### src/rtl/edge_check_pkg.sv
// Purpose: Shared constants, register map and carrier types of the edge timing bit check block.
// Assumes: 50 MHz system clock; registers sit on a classic Wishbone bus with 32-bit data.
// Notes:   Offsets are byte addresses; each register takes one aligned word.
package edge_check_pkg;

    ////////////////////////////////////////////////////////////////////////////////
    // Register map.
    localparam logic [7:0] CONFIG_OFS  = 8'h00;
    localparam logic [7:0] LIMIT_OFS   = 8'h04;
    localparam logic [7:0] CONTROL_OFS = 8'h08;
    localparam logic [7:0] STATUS_OFS  = 8'h0c;

    // Control register write-one command bits.
    localparam int CTRL_START_BIT = 0;
    localparam int CTRL_POLL_BIT  = 1;

    ////////////////////////////////////////////////////////////////////////////////
    // Carrier types.
    typedef struct packed {
        logic       noise_squelch;
        logic [1:0] bit_code;
        logic [1:0] baud_range_select;
    } cfg_t;

    typedef struct packed {
        logic [4:0] lim_max;
        logic [4:0] lim_min;
    } limit_t;

    typedef enum logic [1:0] {
        ST_SLEEP   = 2'b00,
        ST_STARTUP = 2'b01,
        ST_CHECK   = 2'b11,
        ST_RECEIVE = 2'b10
    } mode_t;

    ////////////////////////////////////////////////////////////////////////////////
    // Reset values: squelch on, three bits, slowest range, limits 14 and 24.
    localparam logic [4:0] CFG_RESET   = 5'h14;
    localparam logic [9:0] LIMIT_RESET = 10'h30e;

    ////////////////////////////////////////////////////////////////////////////////
    // Timing.
    localparam int         SYS_CLK_NS       = 20;
    localparam int         T_CLK_NS         = 2038;
    localparam int         BASE_DIV_CYCLES  = T_CLK_NS / SYS_CLK_NS;
    localparam logic [5:0] STARTUP_TICKS    = 6'h10;
    localparam logic [4:0] CHECKS_PER_STEP  = 5'h06;
    localparam logic [5:0] DATA_MIN_TICKS   = 6'h04;
    localparam logic [7:0] DATA_LOW_MAX     = 8'h80;
    localparam logic [5:0] CNT_SAT          = 6'h3f;

endpackage

### src/rtl/edge_timing_bit_check.sv
// Purpose: Bit check and receive path of a receiver data line, with a Wishbone register slave.
// Assumes: DEM_DATA_IN is asynchronous to SYS_CLK_IN; the host writes sane limits.
// Notes:   All timing runs on the extended tick derived from the base clock and the baud range.
`timescale 1ns/1ps

// Operation
// Check 0, 3, 6 or 9 bits, two intervals each.
// Interval inside limits continues, otherwise back to sleep.
// Lower limit min ticks, upper max minus one.
// Two 5-bit limit fields in limit register.
// Limits resolve in whole extended ticks only.
// Host keeps lower limit at least 10.
// Host picks 6 or 9 bits for small limits.
// Host sets window about 25 percent around spacing.
// Interval counter advances once per extended tick.
// Early edge fails; counter reaching upper limit fails.
// Demodulator ignored during startup, checking begins afterwards.
// All bits passed enters receiving, data drives output.
// Receiving holds until host commands return to polling.
// Output changes only on extended tick boundaries; the code also forces it high the cycle after leaving receiving, off the tick.
// Minimum spacing between output edges suppresses spikes.
// Output low time capped at a maximum.
// After transmission stay active; squelch high or noise.
// Host wakes on falling data edge or clock.
// Tick is 8, 4, 2, 1 base periods.
// Squelch returns to checking with output high, resumes.
// Interval counter clears on every accepted edge.
// Zero bits enters receiving straight after startup.
module edge_timing_bit_check
    import edge_check_pkg::*;
#(
    parameter int BASE_DIV = edge_check_pkg::BASE_DIV_CYCLES
) (
    input  wire logic        SYS_CLK_IN,
    input  wire logic        RST_IN,
    input  wire logic        WB_CYC_IN,
    input  wire logic        WB_STB_IN,
    input  wire logic        WB_WE_IN,
    input  wire logic [7:0]  WB_ADR_IN,
    input  wire logic [3:0]  WB_SEL_IN,
    input  wire logic [31:0] WB_DAT_IN,
    output logic      [31:0] WB_DAT_OUT,
    output logic             WB_ACK_OUT,
    input  wire logic        DEM_DATA_IN,
    output logic             DATA_OUT,
    output logic             ACTIVE_OUT,
    output logic             RECEIVE_OUT
);
    import edge_check_pkg::*;

    function automatic logic [3:0] tick_len(input logic [1:0] br);
        case (br)
            2'd0:    tick_len = 4'h8;
            2'd1:    tick_len = 4'h4;
            2'd2:    tick_len = 4'h2;
            default: tick_len = 4'h1;
        endcase
    endfunction

    function automatic logic [4:0] checks_needed(input logic [1:0] code);
        case (code)
            2'd0:    checks_needed = 5'h00;
            2'd1:    checks_needed = CHECKS_PER_STEP;
            2'd2:    checks_needed = 5'(CHECKS_PER_STEP * 2);
            default: checks_needed = 5'(CHECKS_PER_STEP * 3);
        endcase
    endfunction

    localparam logic [15:0] BASE_LAST = 16'(BASE_DIV - 1);

    cfg_t        cfg_q;
    limit_t      lim_q;
    mode_t       state_q;
    mode_t       state_d;
    logic        ack_q;
    logic [31:0] rdat_q;
    logic [15:0] base_cnt_q;
    logic [3:0]  ext_cnt_q;
    logic        tick_q;
    logic        dem_meta_q;
    logic        dem_sync_q;
    logic        dem_tick_q;
    logic [5:0]  cnt_q;
    logic        armed_q;
    logic [4:0]  passed_q;
    logic        fail_q;
    logic        data_q;
    logic        active_q;
    logic        receive_q;
    logic [5:0]  space_q;
    logic [7:0]  low_q;
    logic        block_q;
    logic        access;
    logic        wr;
    logic        start_wr;
    logic        poll_wr;
    logic        edge_w;
    logic        early_w;
    logic        late_w;
    logic        pass_w;
    logic        quiet_w;
    logic [4:0]  needed;

    ////////////////////////////////////////////////////////////////////////////////
    // Wishbone slave: one wait state, ack for one cycle, unmapped reads give zero.
    assign access   = WB_CYC_IN && WB_STB_IN && !ack_q;
    assign wr       = access && WB_WE_IN;
    assign start_wr = wr && WB_ADR_IN == CONTROL_OFS && WB_SEL_IN[0] && WB_DAT_IN[CTRL_START_BIT];
    assign poll_wr  = wr && WB_ADR_IN == CONTROL_OFS && WB_SEL_IN[0] && WB_DAT_IN[CTRL_POLL_BIT];

    always_ff @(posedge SYS_CLK_IN) begin
        if (RST_IN) begin
            ack_q  <= 1'b0;
            rdat_q <= 32'h0000_0000;
        end else begin
            ack_q <= access;
            if (access && !WB_WE_IN) begin
                case (WB_ADR_IN)
                    CONFIG_OFS: rdat_q <= {27'h0, cfg_q};
                    LIMIT_OFS:  rdat_q <= {19'h0, lim_q.lim_max, 3'h0, lim_q.lim_min};
                    STATUS_OFS: rdat_q <= {11'h0, passed_q, 2'h0, cnt_q, 3'h0, fail_q, 2'h0, state_q};
                    default:    rdat_q <= 32'h0000_0000;
                endcase
            end
        end
    end

    always_ff @(posedge SYS_CLK_IN) begin
        if (RST_IN) begin
            cfg_q <= cfg_t'(CFG_RESET);
            lim_q <= limit_t'(LIMIT_RESET);
        end else if (wr) begin
            if (WB_ADR_IN == CONFIG_OFS && WB_SEL_IN[0]) begin
                cfg_q <= cfg_t'(WB_DAT_IN[4:0]);
            end
            if (WB_ADR_IN == LIMIT_OFS && WB_SEL_IN[0]) begin
                lim_q.lim_min <= WB_DAT_IN[4:0];
            end
            if (WB_ADR_IN == LIMIT_OFS && WB_SEL_IN[1]) begin
                lim_q.lim_max <= WB_DAT_IN[12:8];
            end
        end
    end

    ////////////////////////////////////////////////////////////////////////////////
    // Extended tick: base clock divider, then 8, 4, 2 or 1 base periods.
    always_ff @(posedge SYS_CLK_IN) begin
        if (RST_IN) begin
            base_cnt_q <= 16'h0000;
            ext_cnt_q  <= 4'h0;
            tick_q     <= 1'b0;
        end else begin
            tick_q <= 1'b0;
            if (base_cnt_q >= BASE_LAST) begin
                base_cnt_q <= 16'h0000;
                if (ext_cnt_q >= tick_len(cfg_q.baud_range_select) - 4'h1) begin
                    ext_cnt_q <= 4'h0;
                    tick_q    <= 1'b1;
                end else begin
                    ext_cnt_q <= ext_cnt_q + 4'h1;
                end
            end else begin
                base_cnt_q <= base_cnt_q + 16'h0001;
            end
        end
    end

    ////////////////////////////////////////////////////////////////////////////////
    // Demodulator synchroniser and sampling on the tick.
    always_ff @(posedge SYS_CLK_IN) begin
        if (RST_IN) begin
            dem_meta_q <= 1'b1;
            dem_sync_q <= 1'b1;
            dem_tick_q <= 1'b1;
        end else begin
            dem_meta_q <= DEM_DATA_IN;
            dem_sync_q <= dem_meta_q;
            if (tick_q) begin
                dem_tick_q <= dem_sync_q;
            end
        end
    end

    assign edge_w  = tick_q && dem_sync_q != dem_tick_q;
    assign needed  = checks_needed(cfg_q.bit_code);
    assign early_w = edge_w && armed_q && cnt_q + 6'h01 < {1'b0, lim_q.lim_min};
    assign late_w  = tick_q && !edge_w && armed_q && cnt_q + 6'h02 >= {1'b0, lim_q.lim_max};
    assign pass_w  = edge_w && armed_q && !early_w;
    assign quiet_w = tick_q && !edge_w && cnt_q == {lim_q.lim_max, 1'b0};

    ////////////////////////////////////////////////////////////////////////////////
    // Mode sequencing.
    always_comb begin
        state_d = state_q;
        case (state_q)
            ST_SLEEP: begin
                if (start_wr) begin
                    state_d = ST_STARTUP;
                end
            end
            ST_STARTUP: begin
                if (tick_q && cnt_q == STARTUP_TICKS - 6'h01) begin
                    state_d = (needed == 5'h00) ? ST_RECEIVE : ST_CHECK;
                end
            end
            ST_CHECK: begin
                if (early_w || late_w) begin
                    state_d = ST_SLEEP;
                end else if (pass_w && passed_q + 5'h01 == needed) begin
                    state_d = ST_RECEIVE;
                end
            end
            ST_RECEIVE: begin
                if (cfg_q.noise_squelch && quiet_w) begin
                    state_d = ST_CHECK;
                end
            end
            default: state_d = ST_SLEEP;
        endcase
        if (poll_wr) begin
            state_d = ST_SLEEP;
        end
    end

    always_ff @(posedge SYS_CLK_IN) begin
        if (RST_IN) begin
            state_q   <= ST_SLEEP;
            active_q  <= 1'b0;
            receive_q <= 1'b0;
        end else begin
            state_q   <= state_d;
            active_q  <= state_d != ST_SLEEP;
            receive_q <= state_d == ST_RECEIVE;
        end
    end

    ////////////////////////////////////////////////////////////////////////////////
    // Interval counter, arming and pass count.
    always_ff @(posedge SYS_CLK_IN) begin
        if (RST_IN) begin
            cnt_q    <= 6'h00;
            armed_q  <= 1'b0;
            passed_q <= 5'h00;
        end else if (state_d != state_q) begin
            cnt_q    <= 6'h00;
            armed_q  <= 1'b0;
            passed_q <= 5'h00;
        end else begin
            if (state_q != ST_STARTUP && edge_w) begin
                cnt_q <= 6'h00;
            end else if (tick_q && cnt_q != CNT_SAT) begin
                cnt_q <= cnt_q + 6'h01;
            end
            if (state_q == ST_CHECK && edge_w) begin
                armed_q <= 1'b1;
            end
            if (state_q == ST_CHECK && pass_w) begin
                passed_q <= passed_q + 5'h01;
            end
        end
    end

    // Failure flag: a new failure wins over a clearing start command.
    always_ff @(posedge SYS_CLK_IN) begin
        if (RST_IN) begin
            fail_q <= 1'b0;
        end else if (state_q == ST_CHECK && (early_w || late_w)) begin
            fail_q <= 1'b1;
        end else if (start_wr) begin
            fail_q <= 1'b0;
        end
    end

    ////////////////////////////////////////////////////////////////////////////////
    // Output conditioning: tick aligned while receiving, spike suppression, low time cap.
    always_ff @(posedge SYS_CLK_IN) begin
        if (RST_IN) begin
            data_q  <= 1'b1;
            space_q <= 6'h00;
            low_q   <= 8'h00;
            block_q <= 1'b0;
        end else if (state_q != ST_RECEIVE) begin
            data_q  <= 1'b1;
            space_q <= 6'h00;
            low_q   <= 8'h00;
            block_q <= 1'b0;
        end else if (tick_q) begin
            if (!data_q && low_q >= DATA_LOW_MAX - 8'h01) begin
                data_q  <= 1'b1;
                block_q <= 1'b1;
                space_q <= 6'h00;
                low_q   <= 8'h00;
            end else if (block_q) begin
                block_q <= !dem_sync_q;
                if (space_q != CNT_SAT) begin
                    space_q <= space_q + 6'h01;
                end
            end else if (dem_sync_q != data_q && space_q >= DATA_MIN_TICKS - 6'h01) begin
                data_q  <= dem_sync_q;
                space_q <= 6'h00;
                low_q   <= 8'h00;
            end else begin
                if (space_q != CNT_SAT) begin
                    space_q <= space_q + 6'h01;
                end
                if (!data_q) begin
                    low_q <= low_q + 8'h01;
                end
            end
        end
    end

    assign WB_DAT_OUT  = rdat_q;
    assign WB_ACK_OUT  = ack_q;
    assign DATA_OUT    = data_q;
    assign ACTIVE_OUT  = active_q;
    assign RECEIVE_OUT = receive_q;

endmodule

### config.mk
export PLATFORM = sky130hd
export DESIGN_NAME = edge_timing_bit_check
export DESIGN_NICKNAME = d
export VERILOG_FILES = /design/src/rtl/edge_check_pkg.sv /design/src/rtl/edge_timing_bit_check.sv
export SDC_FILE = /design/constraint.sdc
export NUM_CORES = 1
export LEC_CHECK = 0
export BUFFER_PORTS_ARGS = -buffer_cell sky130_fd_sc_hd__buf_2
export CAP_MARGIN = 10
export CORE_MARGIN = 2
export CORE_UTILIZATION = 40
export CTS_CLUSTER_SIZE = 30
export DETAILED_ROUTE_END_ITERATION = 6
export PLACE_DENSITY = 0.67
export SLEW_MARGIN = 20
export SYNTH_ARGS = -nofsm -noshare
export SYNTH_HDL_FRONTEND = slang
export SYNTH_SLANG_ARGS = --single-unit
### constraint.sdc
create_clock -name SYS_CLK_IN -period 3 [get_ports SYS_CLK_IN]
set_input_delay 0.6 -clock SYS_CLK_IN [delete_from_list [all_inputs] [get_ports SYS_CLK_IN]]
set_output_delay 0.6 -clock SYS_CLK_IN [all_outputs]
set_load 0.05 [all_outputs]
* After elaboration in Yosys (flattened, before gate mapping)
Cells that the tools add are included.
** Word-level totals
- Flip-flop bits (word level) :: 105
- Input bits :: 50
- Output and inout port bits :: 36
- Word-level logic and storage cells :: 146
** Cells by class
- Add/subtract/negate cells :: 8
- Order comparisons :: 6
- Equal/unequal tests :: 23
- Mux-type cells :: 30
- Bitwise operators :: 1
- Reduce and logical (&&, ||, !) cells :: 54
** Operators with widths (count)
- case mux 21 bit (3 select lines) :: 1
- two-way mux 8 bit :: 4
- logical AND 1 bit :: 29
- two-way mux 6 bit :: 4
- adder 16 x 1 -> 16 bit, second input constant :: 1
- == test 8 x 4 -> 1 bit, second input constant :: 2
- greater-or-equal comparator 16 x 7 -> 1 bit, second input constant :: 1
- case mux 5 bit (3 select lines) :: 1
- adder 6 x 1 -> 6 bit, second input constant :: 2
- two-way mux 2 bit :: 6
- two-way mux 4 bit :: 3
- != test 6 bit, second input constant :: 2
- case mux 4 bit (3 select lines) :: 1
- == test 2 bit, second input constant :: 5
- two-way mux 1 bit :: 9
- adder 8 x 1 -> 8 bit, second input constant :: 1
- == test 8 x 3 -> 1 bit, second input constant :: 1
- greater-or-equal comparator 8 x 7 -> 1 bit, second input constant :: 1
- zero test 8 bit :: 1
- case mux 2 bit (4 select lines) :: 1
- OR reduction 2 bit :: 4
- adder 6 x 2 -> 6 bit, second input constant :: 1
- == test 2 x 1 -> 1 bit, second input constant :: 3
- == test 6 x 4 -> 1 bit, second input constant :: 1
- other kinds (23) :: 37

* Logic depth before layout (Yosys ltp)
Gate-level depths: netlist of the first run.
- Word-level depth :: 13
- Gate-level depth with buffers :: 12
- Depth with buffers taken out :: 11

* Worst setup path before layout of the first run
OpenSTA, ideal clock, no wires.
- Kind :: flip-flop to flip-flop
- Start point :: reg cnt_q[1]
- End point :: reg cnt_q[2]
- Setup time :: 92 ps
- Data arrival time :: 2549 ps
- Data required time :: 2908 ps
- Slack :: 359 ps
- Stages on the path, launching flop included :: 13
- Path buffers :: 1
- Clock period less this slack :: 2641 ps
- Cell sequence :: dfxtp_1 ha_1 nand2_1 xnor2_1 ha_1 o21a_1 o221a_2 nor3_2 a22o_1 a2111oi_4 a21oi_2 buf_6 nor4_1
** Between the ends
- Longest elaborated chain between the ends :: 12
- Elaborated cells on any way between the ends :: 25
- Those cells by class :: add/sub (2); order compare (2); eq/ne (4); mux (6); reduce/logical (11)
** Ends and longest elaborated chain
- start, declared :: RTL line edge_timing_bit_check.sv:83 : logic [5:0] cnt_q;
- start signal, assigned :: RTL line edge_timing_bit_check.sv:252 : cnt_q <= cnt_q + 6'h01;
- adder 6 x 1 -> 6 bit :: RTL line edge_timing_bit_check.sv:186, edge_timing_bit_check.sv:252
- < comparator 6 x 5 -> 1 bit :: RTL line edge_timing_bit_check.sv:186 : assign early_w = edge_w && armed_q && cnt_q + 6'h01 < {1'b0, lim_q.lim_min};
- logical AND 1 bit :: RTL line edge_timing_bit_check.sv:186
- zero test 1 bit :: RTL line edge_timing_bit_check.sv:188 : assign pass_w = edge_w && armed_q && !early_w;
- logical AND 1 bit :: RTL line edge_timing_bit_check.sv:188
- logical AND 1 bit :: RTL line edge_timing_bit_check.sv:209 : end else if (pass_w && passed_q + 5'h01 == needed) begin
- two-way mux 2 bit :: RTL line edge_timing_bit_check.sv:209
- two-way mux 2 bit :: RTL line edge_timing_bit_check.sv:207 : if (early_w || late_w) begin
- case mux 2 bit (4 select lines) :: RTL line edge_timing_bit_check.sv:195 : case (state_q)
- two-way mux 2 bit :: RTL line edge_timing_bit_check.sv:220 : if (poll_wr) begin
- != test 2 bit :: RTL line edge_timing_bit_check.sv:244 : end else if (state_d != state_q) begin
- OR reduction 3 bit (no line)
Parallel ways exist; a longest one is shown, timed or not.
A chain may end at the register's enable or synchronous reset.

* Final worst setup path of the first run
- Start point :: reg cnt_q[1]
- End point :: reg cnt_q[1]
Same word-level chain as after synthesis.

==> results.toml, run 1 <==
[clock_network]
postCtsSetupBuffers = 0
cts_tree = "done"
numCtsBuffers = 9
htreeDepth = 3
cts_buffer_depth = 2
ctsHoldBuffers = 0
cts_sinks = 89
insertion_delay_ns = 0.35
clkTransAtPathRegs_ns = 0.07
clock-root-buffer = "clkbuf_16"

[cells_and_area]
final_cell_mix = "dfxtp_1, nor2_1, buf_2, nand2_1, nand3_1"
fin_util_pct = 47.3
n_antenna_cell = 0
nets = 643
stdcell_area_um2 = 5180
final_layout_size_suffix_gt1_share_pct = 16.7
final_common_cell = "dfxtp_1"
areaGrowthSynthToFinish_pct = 15.0

[sta]
post-route-period-util_pct = 94.7
finalCriticalPeriod_ns = 2.84
slew_headroom_pct = 57.1
worst_pin_slew_ns = 0.638
worst_slack_ns = 0.159
setup_viol = 0
slew_violations = 0
finClkSkew_ns = 0.00631
max_freq_mhz = 352
finalHoldViolations = 0
setup_tns_ns = 0
hold_ws_ns = 0.420
rsz0062_at_grt = "false"

[setup_path]
crit_type = "flop to flop"
slowest_delay_ns = 0.37
critPathArrivalTime_ns = 3.09
startpoint_type = "flop"
cp.required_ns = 3.25
crit_chain = "ha_1 -> xor2_1 -> ha_1 -> a2111oi_2 -> o211ai_1 -> a22o_1 -> a2111oi_4 -> a21oi_2 -> buf_4 -> nor4_1"
worst_setup_path_end_kind = "flop"
crit_fanout = 6
cpMostUsedCell = "ha_1"
crit_path_top_delay_cell = "a2111oi_4"

[floorplan]
pin_count = 86
initial_utilization_pct = 41.2
die_width_um = 110
die_height_um = 110
fp.coreArea_um2 = 10900
core.rowCount = 38
die-area_um2 = 12100

[synthesis]
synth.distinct_cells = 55
synthArstFlopShare_pct = 0
synth-seq-cells = 89
synth_area_leader_cell = "dfxtp_1"
syn_area_per_cell_um2 = 8.76
synth_edf_count = 0
ys.flop_type = "dfxtp_1"
synth.area.top_cells = "dfxtp_1, ha_1, nor2_1"
yosysWarnings = 0
synth-seq-area-share_pct = 39.6
syn_area_um2 = 4500
synthDominantCellAreaShare_pct = 39.6
synthCells = 514

[hold_path]
min_path_type = "flop to flop"

[job]
maxCapViolCount = 0

[placed_design]
io_buffers = 45
gp_congestion = 0.835
dp_slack_ns = 0.108
post-dp-hpwl_um = 7180
dpl_cell_area_um2 = 4860

[global_route]
grt_pass1_wl_um = 16200
grt-ovfl-total = 0
grt_usage_pct = 17.3
grt_pass1_vias = 3426
grt_max_degree = 41
grt_antenna_before_repair = 0

[routing]
dr_total_vias = 3739
drt_iter0_drc = 173
dr.pass1.iters = 4
ant_nets = 0
wirelength_um = 9880
vias_per_cell = 5.24
drc = 0
wire_per_inst_um = 13.8

[power]
power.density_nw_per_um2 = 475
ir_drop_uv = 249
switching_share_pct = 26.0
switching_power_w = 0.000641
p_int_w = 0.00182
pwr-share-comb_pct = 5.1
power.leakage_nw = 2.17
p_clk_share_pct = 46.1
pwr-share-seq_pct = 48.8

[status]
outcome = "finished, final reports clean"
## metal layers
metal,share of wire [%],track usage (%),wire [µm],up-vias
met5,0,0,0,-
met4,1.6,7.50,155,0
met3,4.7,2.59,467,12
met2,47,28.0,4660,85
met1,47,22.8,4600,1767
li1,-,-,-,1875
## sequential cells by signal, indices dropped and copies added (netlist names)
register     cells
ACTIVE_OUT       1
fail_q           1
dem_sync_q       1
lim_q           10
block_q          1
passed_q         5
cfg_q            5
cnt_q            6
dem_tick_q       1
WB_ACK_OUT       1
DATA_OUT         1
base_cnt_q      16
state_q          2
ext_cnt_q        4
space_q          6
RECEIVE_OUT      1
dem_meta_q       1
tick_q           1
low_q            8
armed_q          1
WB_DAT_OUT      16
## kinds of logic after synthesis
logic type	after synthesis	synth area share (%)
compound gates	88	13.9
fa+ha+maj	24	6.67
other cells	1	0.0833
buf+inv	62	7.17
simple gates	201	22.5
xor+xnor	37	7.36
mux	12	2.70
flops	89	39.6
## worst paths after layout
| path | endpoint | start | slack (ns) | depth (start not counted) |
|---|---|---|---|---|
| setup / recovery | cnt_q[1] | cnt_q[1] | 0.16 | 10 |
| hold / removal | dem_sync_q | dem_meta_q | 0.42 | 1 |
| setup reg to reg | cnt_q[1] | cnt_q[1] | 0.16 | 10 |
| hold reg to reg | dem_sync_q | dem_meta_q | 0.42 | 1 |
## power by group through the flow
| stage | sequential [W] | combinational [W] | clock [W] |
|---|---|---|---|
| 3_5_place_dp | 0.00123 | 0.000125 | 0 |
| 3_3_place_gp | 0.00123 | 0.000122 | 0 |
| 4_1_cts | 0.00120 | 0.000126 | 0.00116 |
| 2_1_floorplan | 0.00123 | 0.000107 | 0 |
| 5_1_grt | 0.00120 | 0.000138 | 0.00121 |
| 6_report | 0.00120 | 0.000127 | 0.00113 |
## worst max-delay path: cells and delay by family (launching register included)
kind / cells / cell delay (ns)
adder cells (fa/ha/maj): 2 / 0.49
AO/OA/AOI/OAI: 5 / 1.27
flip-flops: 1 / 0.34
XOR/XNOR: 1 / 0.17
buffers and inverters: 1 / 0.17
AND/OR/NAND/NOR: 1 / 0.31
## cell type report
type,count,area (µm²)
repair buffers,58,323
well taps,140,175
fillers,1073,5760
flip-flops and latches,89,1780
inverters,24,90.1
multi-input cells,387,2500
clock inverters,7,83.8
clock buffers,9,225
## cells in the mapped netlist (3+ instances only)
master,count
ha_1,24
nor2b_1,3
o211ai_1,6
xor2_1,24
nor4_1,9
a22oi_1,18
a211oi_1,5
nand3_1,26
nand3b_1,5
a31oi_1,4
a21oi_1,16
or2_2,6
buf_6,3
nor3_1,14
dfxtp_1,89
buf_2,3
nand2_1,37
xnor2_1,12
o21a_1,3
mux2i_1,11
o21ai_0,13
a21o_1,3
or3_1,3
and3_1,8
nand2b_1,4
nand4_1,6
buf_4,17
a41oi_1,7
nor2_1,66
clkbuf_1,15
inv_1,23
## stage by stage
| stage | total power [W] | cells |
|---|---|---|
| 2_1_floorplan | 0.00134 | 538 |
| 3_5_place_dp | 0.00135 | 698 |
| 6_report | 0.00246 | 714 |
| 4_1_cts | 0.00248 | 714 |
| 3_3_place_gp | 0.00135 | 698 |
| 5_1_grt | 0.00255 | 714 |
## timing repair
item,CTS,global route
pin swaps,0,1
hold endpoints to repair,0,0
gates resized for setup,1,3
setup endpoints to repair,1,7
(Power assumes the default switching activity.)
==> run 2: changes to the inputs <==
- CORE_UTILIZATION: 40 -> 52
- PLACE_DENSITY: 0.67 -> 0.82
==> results.toml, run 2 (same netlist as run 1, synthesis figures left out) <==
[status]
outcome = "finished, final reports clean"

[placed_design]
io_buffers = 45
dpl_cell_area_um2 = 4810
post-dp-hpwl_um = 6900
dp.cells = 663
gp_congestion = 0.889

[sta]
setup_viol = 0
post-route-period-util_pct = 95.8
slew_violations = 0
finalHoldViolations = 0
slew_headroom_pct = 60.0
finClkSkew_ns = 0.00801
max_freq_mhz = 348
hold_ws_ns = 0.406
setup_tns_ns = 0
worst_pin_slew_ns = 0.595
rsz0062_at_grt = "false"
finalCriticalPeriod_ns = 2.87

[power]
switching_power_w = 0.000578
power.density_nw_per_um2 = 423
power.leakage_nw = 2.12
p_int_w = 0.00155
pwr-share-comb_pct = 5.8
switching_share_pct = 27.2
pwr-share-seq_pct = 56.5
ir_drop_uv = 259
p_clk_share_pct = 37.7

[setup_path]
crit_fanout = 6
r2r_setup_slack_ns = 0.13
r2r-end = "cnt_q[0]"
crit_buf_inv = 1
critPathArrivalTime_ns = 3.14
crit_type = "flop to flop"
worst_setup_path_end_kind = "flop"
r2r-start = "cnt_q[1]"
cpMostUsedCell = "ha_1"
r2r_cells = 10
crit_path_top_delay_cell = "a2111oi_2"
crit_chain = "ha_1 -> xor2_1 -> ha_1 -> a2111oi_2 -> o211ai_1 -> a22o_1 -> a2111oi_4 -> a21oi_2 -> buf_4 -> nor4_1"
startpoint_type = "flop"
slowest_delay_ns = 0.39
cp.required_ns = 3.27
cp_top_family = "compound AO/OA/AOI/OAI gates"

[global_route]
grt_antenna_before_repair = 0
grt_pass1_vias = 3494
grt_usage_pct = 20.2
grt-ovfl-total = 0
grt_pass1_wl_um = 15800
grt_max_degree = 41

[clock_network]
insertion_delay_ns = 0.37
clkTransAtPathRegs_ns = 0.10
numCtsBuffers = 9
cts_buffer_depth = 2
cts_tree = "done"
cts_sinks = 89
htreeDepth = 3
clock-root-buffer = "clkbuf_8"
ctsHoldBuffers = 0

[routing]
drt_iter0_drc = 212
wire_per_inst_um = 13.9
ant_nets = 0
dr_total_vias = 3775
dr.pass1.iters = 5
vias_per_cell = 5.55
drc = 0
wirelength_um = 9450

[hold_path]
hold_start = "DEM_DATA_IN"
worstHoldEndpoint = "dem_meta_q"
whs_path_depth = 2
min_path_type = "primary input to flop"

[floorplan]
die_height_um = 97.1
core.rowCount = 33
die-area_um2 = 9420
pin_count = 86
fp.coreArea_um2 = 8300
initial_utilization_pct = 54.3
die_width_um = 97.1

[cells_and_area]
final_cells = 680
final_cell_mix = "dfxtp_1, nor2_1, buf_2, nand2_1, nand3_1"
n_antenna_cell = 0
final_layout_size_suffix_gt1_share_pct = 16.9
stdcell_area_um2 = 5020
fin_util_pct = 60.5
areaGrowthSynthToFinish_pct = 11.6
nets = 644
final_common_cell = "dfxtp_1"

[job]
maxCapViolCount = 0
==> run 2: timing repair <==
action,CTS,global route
resized for setup,2,2
pin swaps,0,1
endpoints found under the setup margin,6,6
setup buffers,0,1
==> run 2: per-layer routing <==
metal / track usage, % / routed length [µm] / up-vias / part of all wire [%]
li1: - / - / 1876 / -
met5: 0 / 0 / - / 0
met2: 34.0 / 4480 / 107 / 47
met3: 4.24 / 548 / 18 / 5.8
met1: 26.0 / 4290 / 1774 / 45
met4: 6.61 / 124 / 0 / 1.3
==> run 2: worst max-delay path by stage <==
stage,to,depth (start not counted),from,slack [ns]
after floorplan,cnt_q[2],12,cnt_q[1],0.36
after global placement,cnt_q[3],10,cnt_q[0],0.18
after detailed placement,cnt_q[0],10,cnt_q[0],-0.12
after CTS,cnt_q[0],11,cnt_q[0],0.03
after global routing,cnt_q[0],11,cnt_q[1],0.03
final,cnt_q[0],10,cnt_q[1],0.13
==> run 2: area by class of cell <==
cell class	count	area, µm²
multi-input cells	387	2500
flip-flops and latches	89	1780
well taps	105	131
repair buffers	59	330
fillers	723	3270
clock inverters	7	65.1
clock buffers	9	124
inverters	24	90.1
==> run 2: worst reg2reg max path, cell delays in order, from the launching register on <==
cell and delay, ns:
dfxtp_1 0.35, ha_1 0.25, xor2_1 0.17, ha_1 0.22, a2111oi_2 0.39, o211ai_1 0.23, a22o_1 0.25, a2111oi_4 0.35
a21oi_2 0.08, buf_4 0.17, nor4_1 0.31
==> run 2: through the flow <==
step	setup WS (ns)	total power, W
global route	0.0281	0.00220
finish	0.126	0.00213
CTS	0.0301	0.00214
global placement	0.182	0.00135
floorplan	0.359	0.00134
detailed placement	-0.121	0.00135
==> run 2: power by group through the flow <==
stage               clock network (W)  registers [W]  logic [W]
CTS                          0.000822        0.00120   0.000123
detailed placement                  0        0.00123   0.000122
global placement                    0        0.00123   0.000120
finish                       0.000801        0.00120   0.000124
global route                 0.000864        0.00120   0.000133
floorplan                           0        0.00123   0.000107
==> run 3: changes to the inputs <==
- ABC_AREA: default -> 1
- CORE_MARGIN: 2 -> 4
- clock period: 3 -> 2.7 ns (I/O delays scaled with it)
==> results.toml, run 3 <==
[status]
outcome = "finished, final reports clean"

[synthesis]
synthArstFlopShare_pct = 0
syn_area_per_cell_um2 = 7.49
synth_edf_count = 0
synth.distinct_cells = 46
synthDominantCellAreaShare_pct = 39.7
ys.flop_type = "dfxtp_1"
synth-seq-cells = 89
syn_area_um2 = 4490
synth-seq-area-share_pct = 39.7
yosysWarnings = 0
synthCells = 600
synthTopCellsByCount = "nand2_1, dfxtp_1, inv_1"
synth_area_leader_cell = "dfxtp_1"
yosysMostFrequentCell = "nand2_1"
synth.area.top_cells = "dfxtp_1, nand2_1, ha_1"

[global_route]
grt_pass1_wl_um = 16600
grt_pass1_vias = 3812
grt-ovfl-total = 0
grt_usage_pct = 20.1
grt_antenna_before_repair = 0
grt_max_degree = 26

[sta]
finalHoldViolations = 0
finalCriticalPeriod_ns = 2.50
max_freq_mhz = 400
slew_headroom_pct = 65.5
worst_slack_ns = 0.202
setup_viol = 0
slew_violations = 0
post-route-period-util_pct = 92.5
finClkSkew_ns = 0.0159
worst_pin_slew_ns = 0.511

[hold_path]
min_path_type = "primary input to flop"

[floorplan]
fp.coreArea_um2 = 8300
die_height_um = 101
core.rowCount = 33
die-area_um2 = 10200
pin_count = 86
initial_utilization_pct = 54.1
die_width_um = 101

[routing]
ant_nets = 0
dr.pass1.iters = 5
wire_per_inst_um = 13.0
vias_per_cell = 5.30
dr_total_vias = 4089
wirelength_um = 10100
drc = 0
drt_iter0_drc = 275

[clock_network]
htreeDepth = 3
cts_sinks = 89
clkTransAtPathRegs_ns = 0.09
cts_buffer_depth = 2
insertion_delay_ns = 0.36
clock-root-buffer = "clkbuf_8"
numCtsBuffers = 9
cts_tree = "done"
postCtsSetupBuffers = 0

[cells_and_area]
n_antenna_cell = 0
fillers = 725
nets = 735
areaGrowthSynthToFinish_pct = 12.6
final_common_cell = "nand2_1"
final_layout_size_suffix_gt1_share_pct = 14.7
fin_util_pct = 61.0
final_cell_mix = "nand2_1, dfxtp_1, inv_1, nor2_1, buf_2"
final_cells = 771

[job]
maxCapViolCount = 0

[setup_path]
startpoint_type = "flop"
cp_top_family = "simple AND/OR/NAND/NOR gates"
cp.required_ns = 2.94
worst_setup_path_end_kind = "flop"
r2r-start = "cnt_q[0]"
critPathArrivalTime_ns = 2.74
crit_path_top_delay_cell = "dfxtp_1"
cpMostUsedCell = "nand2_1"
crit_cells = 15
crit_buf_inv = 0
crit_chain = "ha_1 -> xor2_1 -> ha_1 -> nand2_1 -> nand2_1 -> nand2_1 -> nand2_1 -> nand2_1 -> nand2_1 -> nand2_2 -> nor2_2 -> o21bai_4 -> nand3_1 -> nand4_4 -> nor2_1"
slowest_delay_ns = 0.46
r2r_setup_slack_ns = 0.20
r2r-end = "cnt_q[4]"
r2r_cells = 15
cp-endpoint = "cnt_q[4]"
crit_fanout = 7
crit_type = "flop to flop"
cp-startpoint = "cnt_q[0]"

[power]
ir_drop_uv = 348
power.density_nw_per_um2 = 476
power.leakage_nw = 2.23

[placed_design]
io_buffers = 45
dp.cells = 755
dp_slack_ns = 0.150
gp_congestion = 0.837
post-dp-hpwl_um = 7630
==> run 3: worst min-delay path by stage <==
stage	cells past startpoint	end	slack, ns	startpoint
2_1_floorplan	1	dem_sync_q	0.39	dem_meta_q
5_1_grt	2	dem_meta_q	0.37	DEM_DATA_IN
6_report	2	dem_meta_q	0.36	DEM_DATA_IN
3_5_place_dp	1	dem_sync_q	0.41	dem_meta_q
3_3_place_gp	1	dem_sync_q	0.40	dem_meta_q
4_1_cts	2	dem_meta_q	0.35	DEM_DATA_IN
==> run 3: cells by family after synthesis <==
family                   count (synthesis)  share of synthesized area [%]
buffers and inverters                  107                           10.4
AO/OA/AOI/OAI                          104                           13.7
other                                    1                         0.0835
AND/OR/NAND/NOR                        257                           26.0
flip-flops                              89                           39.7
XOR/XNOR                                18                           3.51
adder cells (fa/ha/maj)                 24                           6.68
==> run 3: repair_timing <==
item	CTS	global route
endpoints found under the setup margin	0	12
endpoints found under the hold margin	0	0
resized for setup	0	6
hold buffers	0	0
==> run 3: cell type report <==
cell class	count	area, µm²	share of cell area [%]
Tap cell	105	131	2.60
Clock inverter	7	78.8	1.56
Multi-Input combinational cell	428	2360	46.6
Inverter	81	304	6.01
Timing Repair Buffer	52	278	5.49
Clock buffer	9	124	2.45
Sequential cell	89	1780	35.3
==> run 3: power by group <==
| group | internal [W] | leakage, nW | switching [W] | total (W) |
|---|---|---|---|---|
| clock network | 0.000434 | 0.0921 | 0.000501 | 0.000935 |
| registers | 0.00133 | 0.723 | 0.00000921 | 0.00134 |
| logic | 0.0000331 | 1.41 | 0.000105 | 0.000138 |
| total | 0.00179 | 2.23 | 0.000615 | 0.00241 |
==> run 3: layer usage <==
layer,part of all wire (%),global-route usage [%],up-vias,wire [µm]
li1,-,-,2045,-
met1,44,25.6,1872,4400
met2,48,33.2,148,4800
met3,6.4,4.50,24,644
met4,2.2,7.36,0,221
met5,0,0,-,0
==> run 3: stage by stage <==
| step | area [µm²] | hold slack [ns] | power (W) | setup TNS (ns) |
|---|---|---|---|---|
| 6_report | 5060 | 0.363 | 0.00241 | 0 |
| 5_1_grt | 5060 | 0.367 | 0.00248 | -0.00140 |
| 4_1_cts | 5030 | 0.352 | 0.00242 | 0 |
| 3_5_place_dp | 4830 | 0.411 | 0.00150 | 0 |
| 3_3_place_gp | 4830 | 0.401 | 0.00150 | 0 |
| 2_1_floorplan | 4580 | 0.389 | 0.00148 | 0 |
